File: config.mk
export PLATFORM = sky130hd
export DESIGN_NAME = antenna_band_interrogation_ctrl
export DESIGN_NICKNAME = d
export VERILOG_FILES = /design/src/logic/antenna_band_pkg.sv /design/src/logic/serial_rx_8n1.sv /design/src/logic/antenna_band_interrogation_ctrl.sv
export SDC_FILE = /design/constraint.sdc
export NUM_CORES = 1
export LEC_CHECK = 0
export BUFFER_PORTS_ARGS = -buffer_cell sky130_fd_sc_hd__buf_2
export CORE_ASPECT_RATIO = 0.8
export CORE_UTILIZATION = 51
export DETAILED_ROUTE_END_ITERATION = 10
export PLACE_DENSITY = 0.82
export SLEW_MARGIN = 20
export SYNTH_ARGS = -nofsm -noshare
export SYNTH_HDL_FRONTEND = slang
export SYNTH_SLANG_ARGS = --single-unit
export TNS_END_PERCENT = 50
File: constraint.sdc
create_clock -name core_clk -period 2.2 [get_ports core_clk]
set_input_delay 0.33 -clock core_clk [delete_from_list [all_inputs] [get_ports core_clk]]
set_output_delay 0.33 -clock core_clk [all_outputs]
set_load 0.01 [all_outputs]
File: src/logic/antenna_band_pkg.sv
// Constants and carrier types for the antenna band line controller.
// Assumes a single 20 MHz core clock and an antenna that answers band code 0000.
package antenna_band_pkg;

    ////////////////////////////////////////////////////////////////////////////////
    // Clock and serial timing.
    localparam int unsigned CLK_HZ = 20_000_000;
    localparam int unsigned HZ_PER_KHZ = 1000;
    localparam int unsigned CYCLES_PER_MS = CLK_HZ / HZ_PER_KHZ;
    localparam int unsigned BAUD = 300;
    localparam int unsigned BIT_CYCLES = CLK_HZ / BAUD;

    ////////////////////////////////////////////////////////////////////////////////
    // Interrogation timing, in milliseconds.
    localparam int unsigned MS_W = 13;
    localparam int unsigned HOLD_MIN_MS = 230;
    localparam int unsigned HOLD_MAX_MS = 366;
    localparam int unsigned HOLD_MS = 298;
    localparam int unsigned ACK_SETTLE_MS = 2;
    localparam int unsigned RX_TIMEOUT_MS = 4000;

    ////////////////////////////////////////////////////////////////////////////////
    // Band codes; bit 0 of a code is line bit-1.
    localparam logic [3:0] CODE_POLL = 4'h0;
    localparam logic [3:0] CODE_BAND01 = 4'h1;
    localparam logic [3:0] LINES_ALL = 4'hF;
    localparam logic [3:0] LINES_NONE = 4'h0;
    localparam logic [2:0] ACK_ALL_HIGH = 3'h7;
    localparam logic [3:0] LEGACY_OFFSET = 4'h2;
    localparam logic [3:0] LEGACY_MIN = 4'h3;
    localparam logic [3:0] LEGACY_MAX = 4'h9;
    localparam logic [3:0] OLDER_MAX = 4'h7;
    localparam logic [3:0] MAX_BANDS = 4'hF;

    ////////////////////////////////////////////////////////////////////////////////
    // Characters of the identification text.
    localparam logic [7:0] CH_CR = 8'h0D;
    localparam logic [7:0] CH_LF = 8'h0A;
    localparam logic [7:0] CH_COMMA = 8'h2C;
    localparam logic [7:0] CH_SPACE = 8'h20;
    localparam logic [7:0] CH_DASH = 8'h2D;
    localparam logic [7:0] CH_ZERO = 8'h30;
    localparam logic [7:0] CH_NINE = 8'h39;
    localparam logic [7:0] CH_PRINT_HI = 8'h7E;

    ////////////////////////////////////////////////////////////////////////////////
    // Carriers.
    typedef struct packed {
        logic busy;
        logic done;
        logic known;
        logic unknown;
        logic [3:0] band_count;
    } id_status_t;

    typedef struct packed {
        logic [3:0] out;
        logic [3:0] oe;
    } line_drive_t;

endpackage

File: src/logic/serial_rx_8n1.sv
// Eight data bits, no parity, one stop bit receiver, LSB first.
// Assumes rx is already synchronised to core_clk and idles high.
`timescale 1ns/1ps
module serial_rx_8n1 #(
    parameter int unsigned BIT_CYCLES = antenna_band_pkg::BIT_CYCLES
) (
    // Clock and reset
    input wire logic core_clk,
    input wire logic rst_n,
    // Serial line
    input wire logic rx_en,
    input wire logic rx,
    // Received characters
    output logic byte_valid,
    output logic [7:0] byte_data,
    output logic frame_err
);

    localparam int unsigned CW = $clog2(BIT_CYCLES) + 1;
    localparam logic [CW-1:0] HALF_BIT = CW'(BIT_CYCLES / 2 - 1);
    localparam logic [CW-1:0] FULL_BIT = CW'(BIT_CYCLES - 1);

    typedef enum logic [1:0] {RX_IDLE, RX_START, RX_DATA, RX_STOP} rx_state_t;

    rx_state_t state_q;
    logic [CW-1:0] cnt_q;
    logic [2:0] bit_q;
    logic [7:0] shift_q;
    logic armed_q;

    ////////////////////////////////////////////////////////////////////////////////
    // The antenna holds the line low before its text, so a start bit is only
    // believed after the line has been seen idle high once.
    always_ff @(posedge core_clk) begin
        if (!rst_n || !rx_en) begin
            armed_q <= 1'b0;
        end else if (rx) begin
            armed_q <= 1'b1;
        end
    end

    always_ff @(posedge core_clk) begin
        if (!rst_n || !rx_en) begin
            state_q <= RX_IDLE;
            cnt_q <= '0;
            bit_q <= 3'h0;
            shift_q <= 8'h00;
        end else begin
            cnt_q <= cnt_q + CW'(1);
            unique case (state_q)
                RX_IDLE: begin
                    cnt_q <= '0;
                    if (armed_q && !rx) begin
                        state_q <= RX_START;
                    end
                end
                RX_START: begin
                    if (cnt_q == HALF_BIT) begin
                        cnt_q <= '0;
                        bit_q <= 3'h0;
                        state_q <= rx ? RX_IDLE : RX_DATA;
                    end
                end
                RX_DATA: begin
                    if (cnt_q == FULL_BIT) begin
                        cnt_q <= '0;
                        shift_q <= {rx, shift_q[7:1]};
                        bit_q <= bit_q + 3'h1;
                        if (bit_q == 3'h7) begin
                            state_q <= RX_STOP;
                        end
                    end
                end
                RX_STOP: begin
                    if (cnt_q == FULL_BIT) begin
                        state_q <= RX_IDLE;
                    end
                end
            endcase
        end
    end

    always_ff @(posedge core_clk) begin
        if (!rst_n) begin
            byte_valid <= 1'b0;
            frame_err <= 1'b0;
            byte_data <= 8'h00;
        end else begin
            byte_valid <= 1'b0;
            frame_err <= 1'b0;
            if (rx_en && state_q == RX_STOP && cnt_q == FULL_BIT) begin
                byte_valid <= rx;
                frame_err <= !rx;
                byte_data <= shift_q;
            end
        end
    end

endmodule // serial_rx_8n1

File: src/logic/antenna_band_interrogation_ctrl.sv
// Band line controller: drives band codes and interrogates the antenna's identity module.
// Assumes band lines resolved outside from out/oe, and query_start from core_clk logic.
`timescale 1ns/1ps

// Summary of operation
// - In normal operation all four band lines are driven as outputs.
// - A query starts by driving all four lines low together, code 0000.
// - Code 0000 is held at least 230 ms.
// - Code 0000 is held no longer than 366 ms.
// - Code 0000 is released 298 ms after it was asserted.
// - At release, bit-1 becomes serial input and bits 2 to 4 become inputs.
// - Bits 2 to 4 are sampled after release; any low means unknown antenna.
// - The received text is parsed; an illegitimate text means unknown antenna.
// - Bit-1 receiver takes 300 baud, eight data bits, no parity, one stop.
// - After the text, all lines become outputs again and drive band 01.
// - Legacy antenna: line band equals its labelled band minus two, bands 03 to 09.
// - An older processor's band equals current antenna band plus two, 01 to 07.
// - Codes are binary, bit-1 least significant; bands 01 to 15.
module antenna_band_interrogation_ctrl #(
    parameter int unsigned CYCLES_PER_MS = antenna_band_pkg::CYCLES_PER_MS,
    parameter int unsigned BIT_CYCLES = antenna_band_pkg::BIT_CYCLES
) (
    // Clock and reset
    input wire logic core_clk,
    input wire logic rst_n,
    // Band select lines
    input wire logic [3:0] band_select_line_in,
    output antenna_band_pkg::line_drive_t band_select_line,
    // Band selection
    input wire logic band_load,
    input wire logic [3:0] band_sel,
    input wire logic legacy_antenna,
    output logic [3:0] older_proc_band,
    // Identification
    input wire logic query_start,
    output antenna_band_pkg::id_status_t id_status
);

    localparam int unsigned DW = $clog2(CYCLES_PER_MS);
    localparam int unsigned MS_W = antenna_band_pkg::MS_W;

    typedef enum logic [1:0] {ST_NORMAL, ST_HOLD, ST_ACK, ST_RECV} ctrl_state_t;
    typedef enum logic [3:0] {
        P_MODEL_FIRST, P_MODEL, P_SPACE, P_LO_FIRST, P_LO, P_HI_FIRST, P_HI, P_LF,
        P_DONE, P_BAD
    } parse_state_t;

    ctrl_state_t state_q, state_d;
    parse_state_t parse_q;
    logic [3:0] sync1_q, sync2_q;
    logic [DW-1:0] div_q;
    logic [MS_W-1:0] ms_q;
    logic ms_tick;
    logic [3:0] drive_q, drive_d;
    logic [3:0] count_q;
    logic rx_valid, rx_err;
    logic [7:0] rx_data;
    logic ack_ok, finish, parse_ok, is_digit, is_print;

    ////////////////////////////////////////////////////////////////////////////////
    // Line inputs come from the antenna, so they are synchronised first.
    always_ff @(posedge core_clk) begin
        if (!rst_n) begin
            sync1_q <= 4'h0;
            sync2_q <= 4'h0;
        end else begin
            sync1_q <= band_select_line_in;
            sync2_q <= sync1_q;
        end
    end

    ////////////////////////////////////////////////////////////////////////////////
    // Millisecond time base, restarted on every state change so each interval
    // is a whole number of milliseconds from its own start.
    assign ms_tick = (div_q == DW'(CYCLES_PER_MS - 1));

    always_ff @(posedge core_clk) begin
        if (!rst_n || state_d != state_q) begin
            div_q <= '0;
            ms_q <= '0;
        end else if (ms_tick) begin
            div_q <= '0;
            ms_q <= ms_q + MS_W'(1);
        end else begin
            div_q <= div_q + DW'(1);
        end
    end

    ////////////////////////////////////////////////////////////////////////////////
    // Sequencer.
    assign ack_ok = (sync2_q[3:1] == antenna_band_pkg::ACK_ALL_HIGH);
    assign parse_ok = (parse_q == P_DONE) && (count_q != 4'h0);

    always_comb begin
        state_d = state_q;
        unique case (state_q)
            ST_NORMAL: begin
                if (query_start) begin
                    state_d = ST_HOLD;
                end
            end
            ST_HOLD: begin
                if (ms_tick && ms_q == MS_W'(antenna_band_pkg::HOLD_MS - 1)) begin
                    state_d = ST_ACK;
                end
            end
            ST_ACK: begin
                if (ms_tick && ms_q == MS_W'(antenna_band_pkg::ACK_SETTLE_MS - 1)) begin
                    state_d = ack_ok ? ST_RECV : ST_NORMAL;
                end
            end
            ST_RECV: begin
                if (parse_q == P_DONE || parse_q == P_BAD) begin
                    state_d = ST_NORMAL;
                end else if (ms_tick && ms_q == MS_W'(antenna_band_pkg::RX_TIMEOUT_MS - 1)) begin
                    state_d = ST_NORMAL;
                end
            end
        endcase
    end

    always_ff @(posedge core_clk) begin
        if (!rst_n) begin
            state_q <= ST_NORMAL;
        end else begin
            state_q <= state_d;
        end
    end

    assign finish = (state_q == ST_ACK || state_q == ST_RECV) && state_d == ST_NORMAL;

    ////////////////////////////////////////////////////////////////////////////////
    // Band code. Loads outside normal mode are dropped, as are codes that
    // would land on the reserved poll code.
    always_comb begin
        drive_d = drive_q;
        if (finish) begin
            drive_d = antenna_band_pkg::CODE_BAND01;
        end else if (state_q == ST_NORMAL && band_load) begin
            if (legacy_antenna) begin
                if (band_sel >= antenna_band_pkg::LEGACY_MIN
                        && band_sel <= antenna_band_pkg::LEGACY_MAX) begin
                    drive_d = band_sel - antenna_band_pkg::LEGACY_OFFSET;
                end
            end else if (band_sel != antenna_band_pkg::CODE_POLL) begin
                drive_d = band_sel;
            end
        end
    end

    always_ff @(posedge core_clk) begin
        if (!rst_n) begin
            drive_q <= antenna_band_pkg::CODE_BAND01;
            band_select_line.out <= antenna_band_pkg::CODE_BAND01;
            band_select_line.oe <= antenna_band_pkg::LINES_ALL;
        end else begin
            drive_q <= drive_d;
            if (state_d == ST_HOLD) begin
                band_select_line.out <= antenna_band_pkg::CODE_POLL;
                band_select_line.oe <= antenna_band_pkg::LINES_ALL;
            end else if (state_d == ST_NORMAL) begin
                band_select_line.out <= drive_d;
                band_select_line.oe <= antenna_band_pkg::LINES_ALL;
            end else begin
                band_select_line.out <= antenna_band_pkg::CODE_POLL;
                band_select_line.oe <= antenna_band_pkg::LINES_NONE;
            end
        end
    end

    always_ff @(posedge core_clk) begin
        if (!rst_n) begin
            older_proc_band <= 4'h0;
        end else if (drive_q != 4'h0 && drive_q <= antenna_band_pkg::OLDER_MAX) begin
            older_proc_band <= drive_q + antenna_band_pkg::LEGACY_OFFSET;
        end else begin
            older_proc_band <= 4'h0;
        end
    end

    ////////////////////////////////////////////////////////////////////////////////
    // Serial receiver on bit-1, live from the moment the lines are released.
    serial_rx_8n1 #(
        .BIT_CYCLES(BIT_CYCLES)
    ) u_rx (
        .core_clk(core_clk),
        .rst_n(rst_n),
        .rx_en(state_q == ST_ACK || state_q == ST_RECV),
        .rx(sync2_q[0]),
        .byte_valid(rx_valid),
        .byte_data(rx_data),
        .frame_err(rx_err)
    );

    ////////////////////////////////////////////////////////////////////////////////
    // Identification text parser. Range order is not checked: only shape.
    assign is_digit = rx_data >= antenna_band_pkg::CH_ZERO && rx_data <= antenna_band_pkg::CH_NINE;
    assign is_print = rx_data >= antenna_band_pkg::CH_SPACE
        && rx_data <= antenna_band_pkg::CH_PRINT_HI && rx_data != antenna_band_pkg::CH_COMMA;

    always_ff @(posedge core_clk) begin
        if (!rst_n || state_q == ST_HOLD) begin
            parse_q <= P_MODEL_FIRST;
            count_q <= 4'h0;
        end else if (rx_err) begin
            parse_q <= P_BAD;
        end else if (rx_valid) begin
            unique case (parse_q)
                P_MODEL_FIRST: begin
                    parse_q <= (is_print && rx_data != antenna_band_pkg::CH_SPACE)
                        ? P_MODEL : P_BAD;
                end
                P_MODEL: begin
                    if (rx_data == antenna_band_pkg::CH_COMMA) begin
                        parse_q <= P_SPACE;
                    end else if (!is_print) begin
                        parse_q <= P_BAD;
                    end
                end
                P_SPACE: begin
                    parse_q <= (rx_data == antenna_band_pkg::CH_SPACE) ? P_LO_FIRST : P_BAD;
                end
                P_LO_FIRST: begin
                    parse_q <= is_digit ? P_LO : P_BAD;
                end
                P_LO: begin
                    if (rx_data == antenna_band_pkg::CH_DASH) begin
                        parse_q <= P_HI_FIRST;
                    end else if (!is_digit) begin
                        parse_q <= P_BAD;
                    end
                end
                P_HI_FIRST: begin
                    parse_q <= is_digit ? P_HI : P_BAD;
                end
                P_HI: begin
                    if (rx_data == antenna_band_pkg::CH_COMMA
                            && count_q != antenna_band_pkg::MAX_BANDS) begin
                        count_q <= count_q + 4'h1;
                        parse_q <= P_SPACE;
                    end else if (rx_data == antenna_band_pkg::CH_CR) begin
                        count_q <= count_q + 4'h1;
                        parse_q <= P_LF;
                    end else if (!is_digit) begin
                        parse_q <= P_BAD;
                    end
                end
                P_LF: begin
                    parse_q <= (rx_data == antenna_band_pkg::CH_LF) ? P_DONE : P_BAD;
                end
                P_DONE, P_BAD: begin
                    parse_q <= parse_q;
                end
            endcase
        end
    end

    ////////////////////////////////////////////////////////////////////////////////
    // Status.
    always_ff @(posedge core_clk) begin
        if (!rst_n) begin
            id_status <= '0;
        end else begin
            id_status.busy <= (state_d != ST_NORMAL);
            id_status.done <= finish;
            if (state_q == ST_NORMAL && query_start) begin
                id_status.known <= 1'b0;
                id_status.unknown <= 1'b0;
                id_status.band_count <= 4'h0;
            end else if (finish) begin
                id_status.known <= (state_q == ST_RECV) && parse_ok;
                id_status.unknown <= !((state_q == ST_RECV) && parse_ok);
                id_status.band_count <= parse_ok ? count_q : 4'h0;
            end
        end
    end

    ////////////////////////////////////////////////////////////////////////////////
    // Checks. The hold counter exists only to measure code 0000 in cycles.
    localparam int unsigned HOLD_MIN_CYC = antenna_band_pkg::HOLD_MIN_MS * CYCLES_PER_MS;
    localparam int unsigned HOLD_MAX_CYC = antenna_band_pkg::HOLD_MAX_MS * CYCLES_PER_MS;
    localparam int unsigned HOLD_CYC = antenna_band_pkg::HOLD_MS * CYCLES_PER_MS;
    logic [31:0] hold_cyc_q;

    always_ff @(posedge core_clk) begin
        if (!rst_n || band_select_line.oe != antenna_band_pkg::LINES_ALL
                || band_select_line.out != antenna_band_pkg::CODE_POLL) begin
            hold_cyc_q <= 32'h0;
        end else begin
            hold_cyc_q <= hold_cyc_q + 32'h1;
        end
    end
endmodule // antenna_band_interrogation_ctrl

==> metrics.txt, run 1 <==
Setup TNS=0 ns; R2R Path End=ms_q[6]; Final #Nets=721; post-route clock skew=~0.0076 ns; max_cap viols=0; Clock Path Buffers=2; Least-Margin Pin Slew=approximately 0.60 ns; FF-to-FF path depth=8; largest area contributor in the synthesized netlist=dfxtp_1; design area=between 6000 and 7000 um^2; dpl cells=815; initial drt markers=between 500 and 600; Max Slew Vio Count=0; layout cells sized above 1=0.177; Final Worst Setup Slack=approximately 0.013 ns; Die X=118 um; Adder-Cell Fraction of Synth Area=0.0403; Layout fillers=around 830; total power=3.79 mW; Post-Place Setup Slack=between 0.02 and 0.025 ns; worst-skew pair later-pin latency=approximately 0.35 ns; clock-pin transition on the worst setup and hold timing paths=roughly 0.070 ns; synthesized area=approximately 5500 um^2; outcome=finished, final reports clean; CTS hold repair buffers=0; Synth top cells by count=dfxtp_1 (109), nor2_1 (72), nand2_1 (67); internal power=roughly 2.9 mW; r2r setup slk=approximately 0.013 ns; Placer Congestion=0.910; IO Port Bufs=32; PD cells=between 500 and 600 nW/um^2; Setup crit start kind=register; Reg power frac=0.532; post-DP HPWL=between 9 and 10 mm; Synth top area share=0.395; post-synthesis mux area share=0.0364; largest net degree at the start of global routing=29; Switching Share=0.241; Post-DP Area=approximately 6000 um^2; n_diodes=0; via count=approximately 5,100; vias per cell=between 6 and 7; Compound-Gate Fraction of Synth Area=0.110; I/O pin cnt=33; WL/cell=16.3 um; largest family of logic cells by synthesized area=simple AND/OR/NAND/NOR gates; # DRC=0; kind of critical path=reg2reg; Routed Wire Length=13.6 mm; clock buffer count from CTS=9; register area share after synthesis=0.395; Critical Path RT=roughly 2.5 ns; initial core utilization=0.532; count leader, synth=dfxtp_1; non-filler cells, final=about 840; CTS sink cnt=around 110; hold path start=band_select_line_in[1]; Logic pwr share=0.055; DRT Pass-1 Iters=5; synth warn=0; CTS tree=yes; H-tree levels=3; RSZ-0062 raised after global routing=true; Pleak=roughly 2.3 nW; Setup-failing EPs final=0; clock share of power=0.413; class of the worst hold path=in2reg; final hold vios=0; global-route wire length before repair=between 20 and 25 mm; post-synth cell types=between 70 and 80; area growth from synthesis to layout=18.0%; Max Fclk=about 0.46 GHz; number of enable flip-flop cells after synthesis=0; post-synthesis simple-gate area fraction=0.307; Total Routing Usage GR=0.235; # rows=33; vias in the first global route=around 4,600; P_sw=between 0.9 and 1 mW; synth top area cells=dfxtp_1 (39%), nor2_1 (4.9%), nor4_1 (4.9%); Post-Synth XOR/XNOR Area=0.0665; CP arrival=roughly 2.4 ns; worst reg2reg startpoint=div_q[0]; Max rail drop VDD=between 0.3 and 0.4 mV; Post-Syn Nets=about 700; WHS Path Cells=2; grt total ovfl=0; die height=95.1 um; Post-synth ARST share=0; core area=between 10,000 and 15,000 um^2; initial antenna violation count=0; Root Driver=clkbuf_16; Setup crit end kind=register; Final min period=2.19 ns; Synth Instances=651; crit share post-route=0.994; Hold EP=sync1_q[1]; slew margin rel.=0.598; Main synth FF type=dfxtp_1; largest fanout on the critical path=28; synthesized flop and latch total=between 100 and 150; syn_area_per_cell=about 8.5 um^2; full die area=between 10,000 and 15,000 um^2; ANT nets after route=0
==> stage by stage <==
step / utilization / hold slack, ns
after global routing: 0.627 / 0.199
final: 0.627 / 0.188
after floorplan: - / 0.412
after detailed placement: 0.574 / 0.419
after CTS: 0.602 / 0.187
after global placement: 0.574 / 0.423
==> per-layer routing <==
metal | global-route usage | wire length, um | vias to the layer above
met5 | 0 | 0 | -
li1 | - | - | 2434
met3 | 0.0437 | 903 | 22
met2 | 0.409 | 6530 | 222
met1 | 0.296 | 5980 | 2470
met4 | 0.0738 | 198 | 0
==> cell usage in the layout (no fill, tap or decap), types with 3 or more instances in the layout <==
master and count:
a211oi_1 7, a21o_1 5, a21oi_1 16, a311oi_1 4, a31oi_1 4, and2_1 16
and3_1 5, and4_1 8, buf_12 4, buf_2 32, buf_4 28, clkbuf_16 10
dfxtp_1 107, ha_1 16, inv_1 20, inv_6 4, mux2i_1 19, nand2_1 67
nand2b_1 3, nand3_1 32, nand4_1 15, nand4b_1 3, nor2_1 72, nor2b_1 5
nor3_1 19, nor3b_1 3, nor4_1 24, nor4_2 17, nor4_4 5, nor4b_2 3
o21a_1 3, o21ai_0 11, or2_2 3, or3_1 5, or4_1 3, xnor2_1 27
xor2_1 15
==> worst max-delay path, cell delays in order (launching register included) <==
cell,delay (ns)
dfxtp_2,0.34
ha_2,0.20
and4_1,0.24
nand4_1,0.20
buf_6,0.16
nor4_4,0.05
a311o_2,0.40
buf_12,0.19
nor4_1,0.30
==> sequential cells by signal (all words and copies together) (netlist names), 5 cells and up, named ones only <==
register          cells
band_select_line      5
u_rx.shift_q          8
div_q                15
id_status             8
u_rx.cnt_q           18
ms_q                 13
u_rx.byte_data        8
==> power groups by stage <==
| stage | clock network (mW) | logic (mW) | registers (mW) |
|---|---|---|---|
| floorplan | 0 | 0.104 | 2.06 |
| global placement | 0 | 0.166 | 2.06 |
| detailed placement | 0 | 0.173 | 2.06 |
| CTS | 1.58 | 0.175 | 2.02 |
| global route | 1.67 | 0.225 | 2.02 |
| finish | 1.56 | 0.208 | 2.02 |
==> how the worst max path moves through the flow <==
stage / startpoint / end / slack, ns
6_report: div_q[0] / ms_q[6] / 0.01
3_3_place_gp: div_q[0] / ms_q[1] / 0.11
3_5_place_dp: div_q[0] / div_q[4] / 0.02
5_1_grt: u_rx.cnt_q[1] / u_rx.state_q[0] / -0.07
2_1_floorplan: div_q[0] / div_q[1] / 0.06
4_1_cts: div_q[0] / id_status[0] / 0.02
==> kinds of logic (layout without fill, tap and decap cells) <==
group | count (synthesis) | in the layout
XOR/XNOR | 42 | 42
multiplexers | 20 | 20
flip-flops | 109 | 109
adder cells (fa/ha/maj) | 18 | 18
AND/OR/NAND/NOR | 321 | 321
buffers and inverters | 58 | 103
AO/OA/AOI/OAI | 83 | 83
==> final cells by class <==
class | instances | area, um^2 | share of cell area
Clock buffer | 10 | 229 | 0.0351
Clock inverter | 6 | 51.3 | 0.00786
Inverter | 20 | 75.1 | 0.0115
Multi-Input combinational cell | 484 | 3310 | 0.508
Sequential cell | 109 | 2180 | 0.335
Tap cell | 140 | 175 | 0.0268
Timing Repair Buffer | 67 | 498 | 0.0763
==> what timing repair did <==
| action | CTS | global route |
|---|---|---|
| setup buffers | 1 | 2 |
| cloned | 0 | 2 |
| resized for setup | 1 | 36 |
| endpoints found under the setup margin | 21 | 57 |
| pin swaps | 1 | 6 |
(Power assumes the default switching activity.)
==> run 2, diff against run 1 <==
Settings changed: PLACE_DENSITY 0.82 to 0.71.
==> metrics.txt, run 2 (synthesis results as in run 1) <==
IO Port Bufs=32; Max rail drop VDD=approximately 0.35 mV; Final min period=2.14 ns; Setup crit start kind=register; Die X=~120 um; class of the worst hold path=in2reg; clock buffer count from CTS=9; via count=between 4,000 and 5,000; # rows=33; max_cap viols=0; area growth from synthesis to layout=16.9%; critical-path cell list=ha_1 -> nor4b_1 -> nand3_1 -> nor4_2 -> a211o_1 -> clkbuf_16 -> nor4_1; max incr delay on CP=0.42 ns; # DRC=0; H-tree levels=3; CP bufs+invs=1; non-filler cells, final=roughly 840; GR Layer Usage met2=0.342; Root Driver=clkbuf_16; core area=about 10,000 um^2; grt total ovfl=0; vias in the first global route=4,299; initial core utilization=0.532; largest net degree at the start of global routing=29; ANT nets after route=0; outcome=finished, final reports clean; largest fanout on the critical path=14; layer carrying the most global-route usage=met2; CP arrival=between 2 and 2.5 ns; most frequent cells in the layout=dfxtp_1 (109), nor2_1 (72), nand2_1 (67); WL/cell=about 15 um; Largest regs=u_rx.cnt_q (18), div_q (15), ms_q (13); Final Core Density=0.621; DRT Pass-1 Iters=5; Least-Margin Pin Slew=around 0.57 ns; worst-skew pair later-pin latency=0.34 ns; CTS tree=yes; Largest register FFs=18; GR Util met3=0.0472; total power=between 3 and 4 mW; kind of critical path=reg2reg; Max Slew Vio Count=0; Critical Path RT=roughly 2.4 ns; initial antenna violation count=0; Pleak=between 2 and 2.5 nW; Routed Wire Length=~12 mm; Slowest cell on crit path=dfxtp_1; Placer Congestion=~0.94; n_diodes=0; die height=~95 um; Top Family by Delay on Critical Path=simple AND/OR/NAND/NOR gates; Largest Register=u_rx.cnt_q; post-DP HPWL=~8.6 mm; RSZ-0062 raised after global routing=true; Clock Path Buffers=2; commonest non-fill, non-tap cell in the layout=dfxtp_1; crit share post-route=0.973; final hold vios=0; global-route wire length before repair=20.3 mm; Final #Nets=~720; Layout fillers=just under 900; met1 Usage GRT=0.311; CTS sink cnt=between 100 and 150; dpl cells=between 800 and 900; full die area=11,300 um^2; vias per cell=between 5 and 6; initial drt markers=between 300 and 400; Setup TNS=0 ns; slew margin rel.=0.618; post-route clock skew=0.00660 ns; Max Fclk=around 0.47 GHz; Setup crit end kind=register; PD cells=594 nW/um^2; clock-pin transition on the worst setup and hold timing paths=roughly 0.070 ns; I/O pin cnt=33; Total Routing Usage GR=0.223; Setup-failing EPs final=0; layout cells sized above 1=0.161
run 2: layer usage:
| layer | vias to the layer above | part of all wire |
|---|---|---|
| met5 | - | 0 |
| met4 | 0 | 0.0095 |
| met3 | 14 | 0.043 |
| met2 | 123 | 0.45 |
| met1 | 2256 | 0.50 |
| li1 | 2427 | - |
run 2: path summary, 6_finish.rpt:
path                          startpoint          to  slack, ns  depth (start not counted)
hold / removal    band_select_line_in[0]  sync1_q[0]       0.19                          2
setup / recovery                 ms_q[0]    div_q[3]       0.06                          7
setup reg to reg                 ms_q[0]    div_q[3]       0.06                          7
hold reg to reg               sync1_q[0]  sync2_q[0]       0.43                          1
run 2: per-stage QoR:
stage	area (um^2)	hold WS, ns	setup WS (ns)
after detailed placement	5980	0.427	0.0294
after global routing	6460	0.190	-0.0829
final	6460	0.190	0.0584
after global placement	5980	0.418	0.0687
after CTS	6280	0.178	0.0102
after floorplan	5530	0.412	0.0563
run 2: repair_timing:
action	4_1_cts	5_1_grt
hold buffers	0	0
setup endpoints to repair	0	53
gates resized for setup	0	22
setup buffers	0	3
run 2: area by class of cell:
type / instances / area, um^2 / area share
clock buffer: 9 / 225 / 0.0348
clock inverter: 7 / 75.1 / 0.0116
inverter: 20 / 75.1 / 0.0116
multi-input combinational: 484 / 3210 / 0.497
sequential: 109 / 2180 / 0.338
tap: 140 / 175 / 0.0271
timing repair buffer: 68 / 519 / 0.0803
run 2: power by group:
group | total, mW | switching (mW) | internal (mW)
sequential | 2.02 | 0.0187 | 2.00
combinational | 0.182 | 0.104 | 0.0776
clock | 1.64 | 0.751 | 0.888
total | 3.84 | 0.874 | 2.96
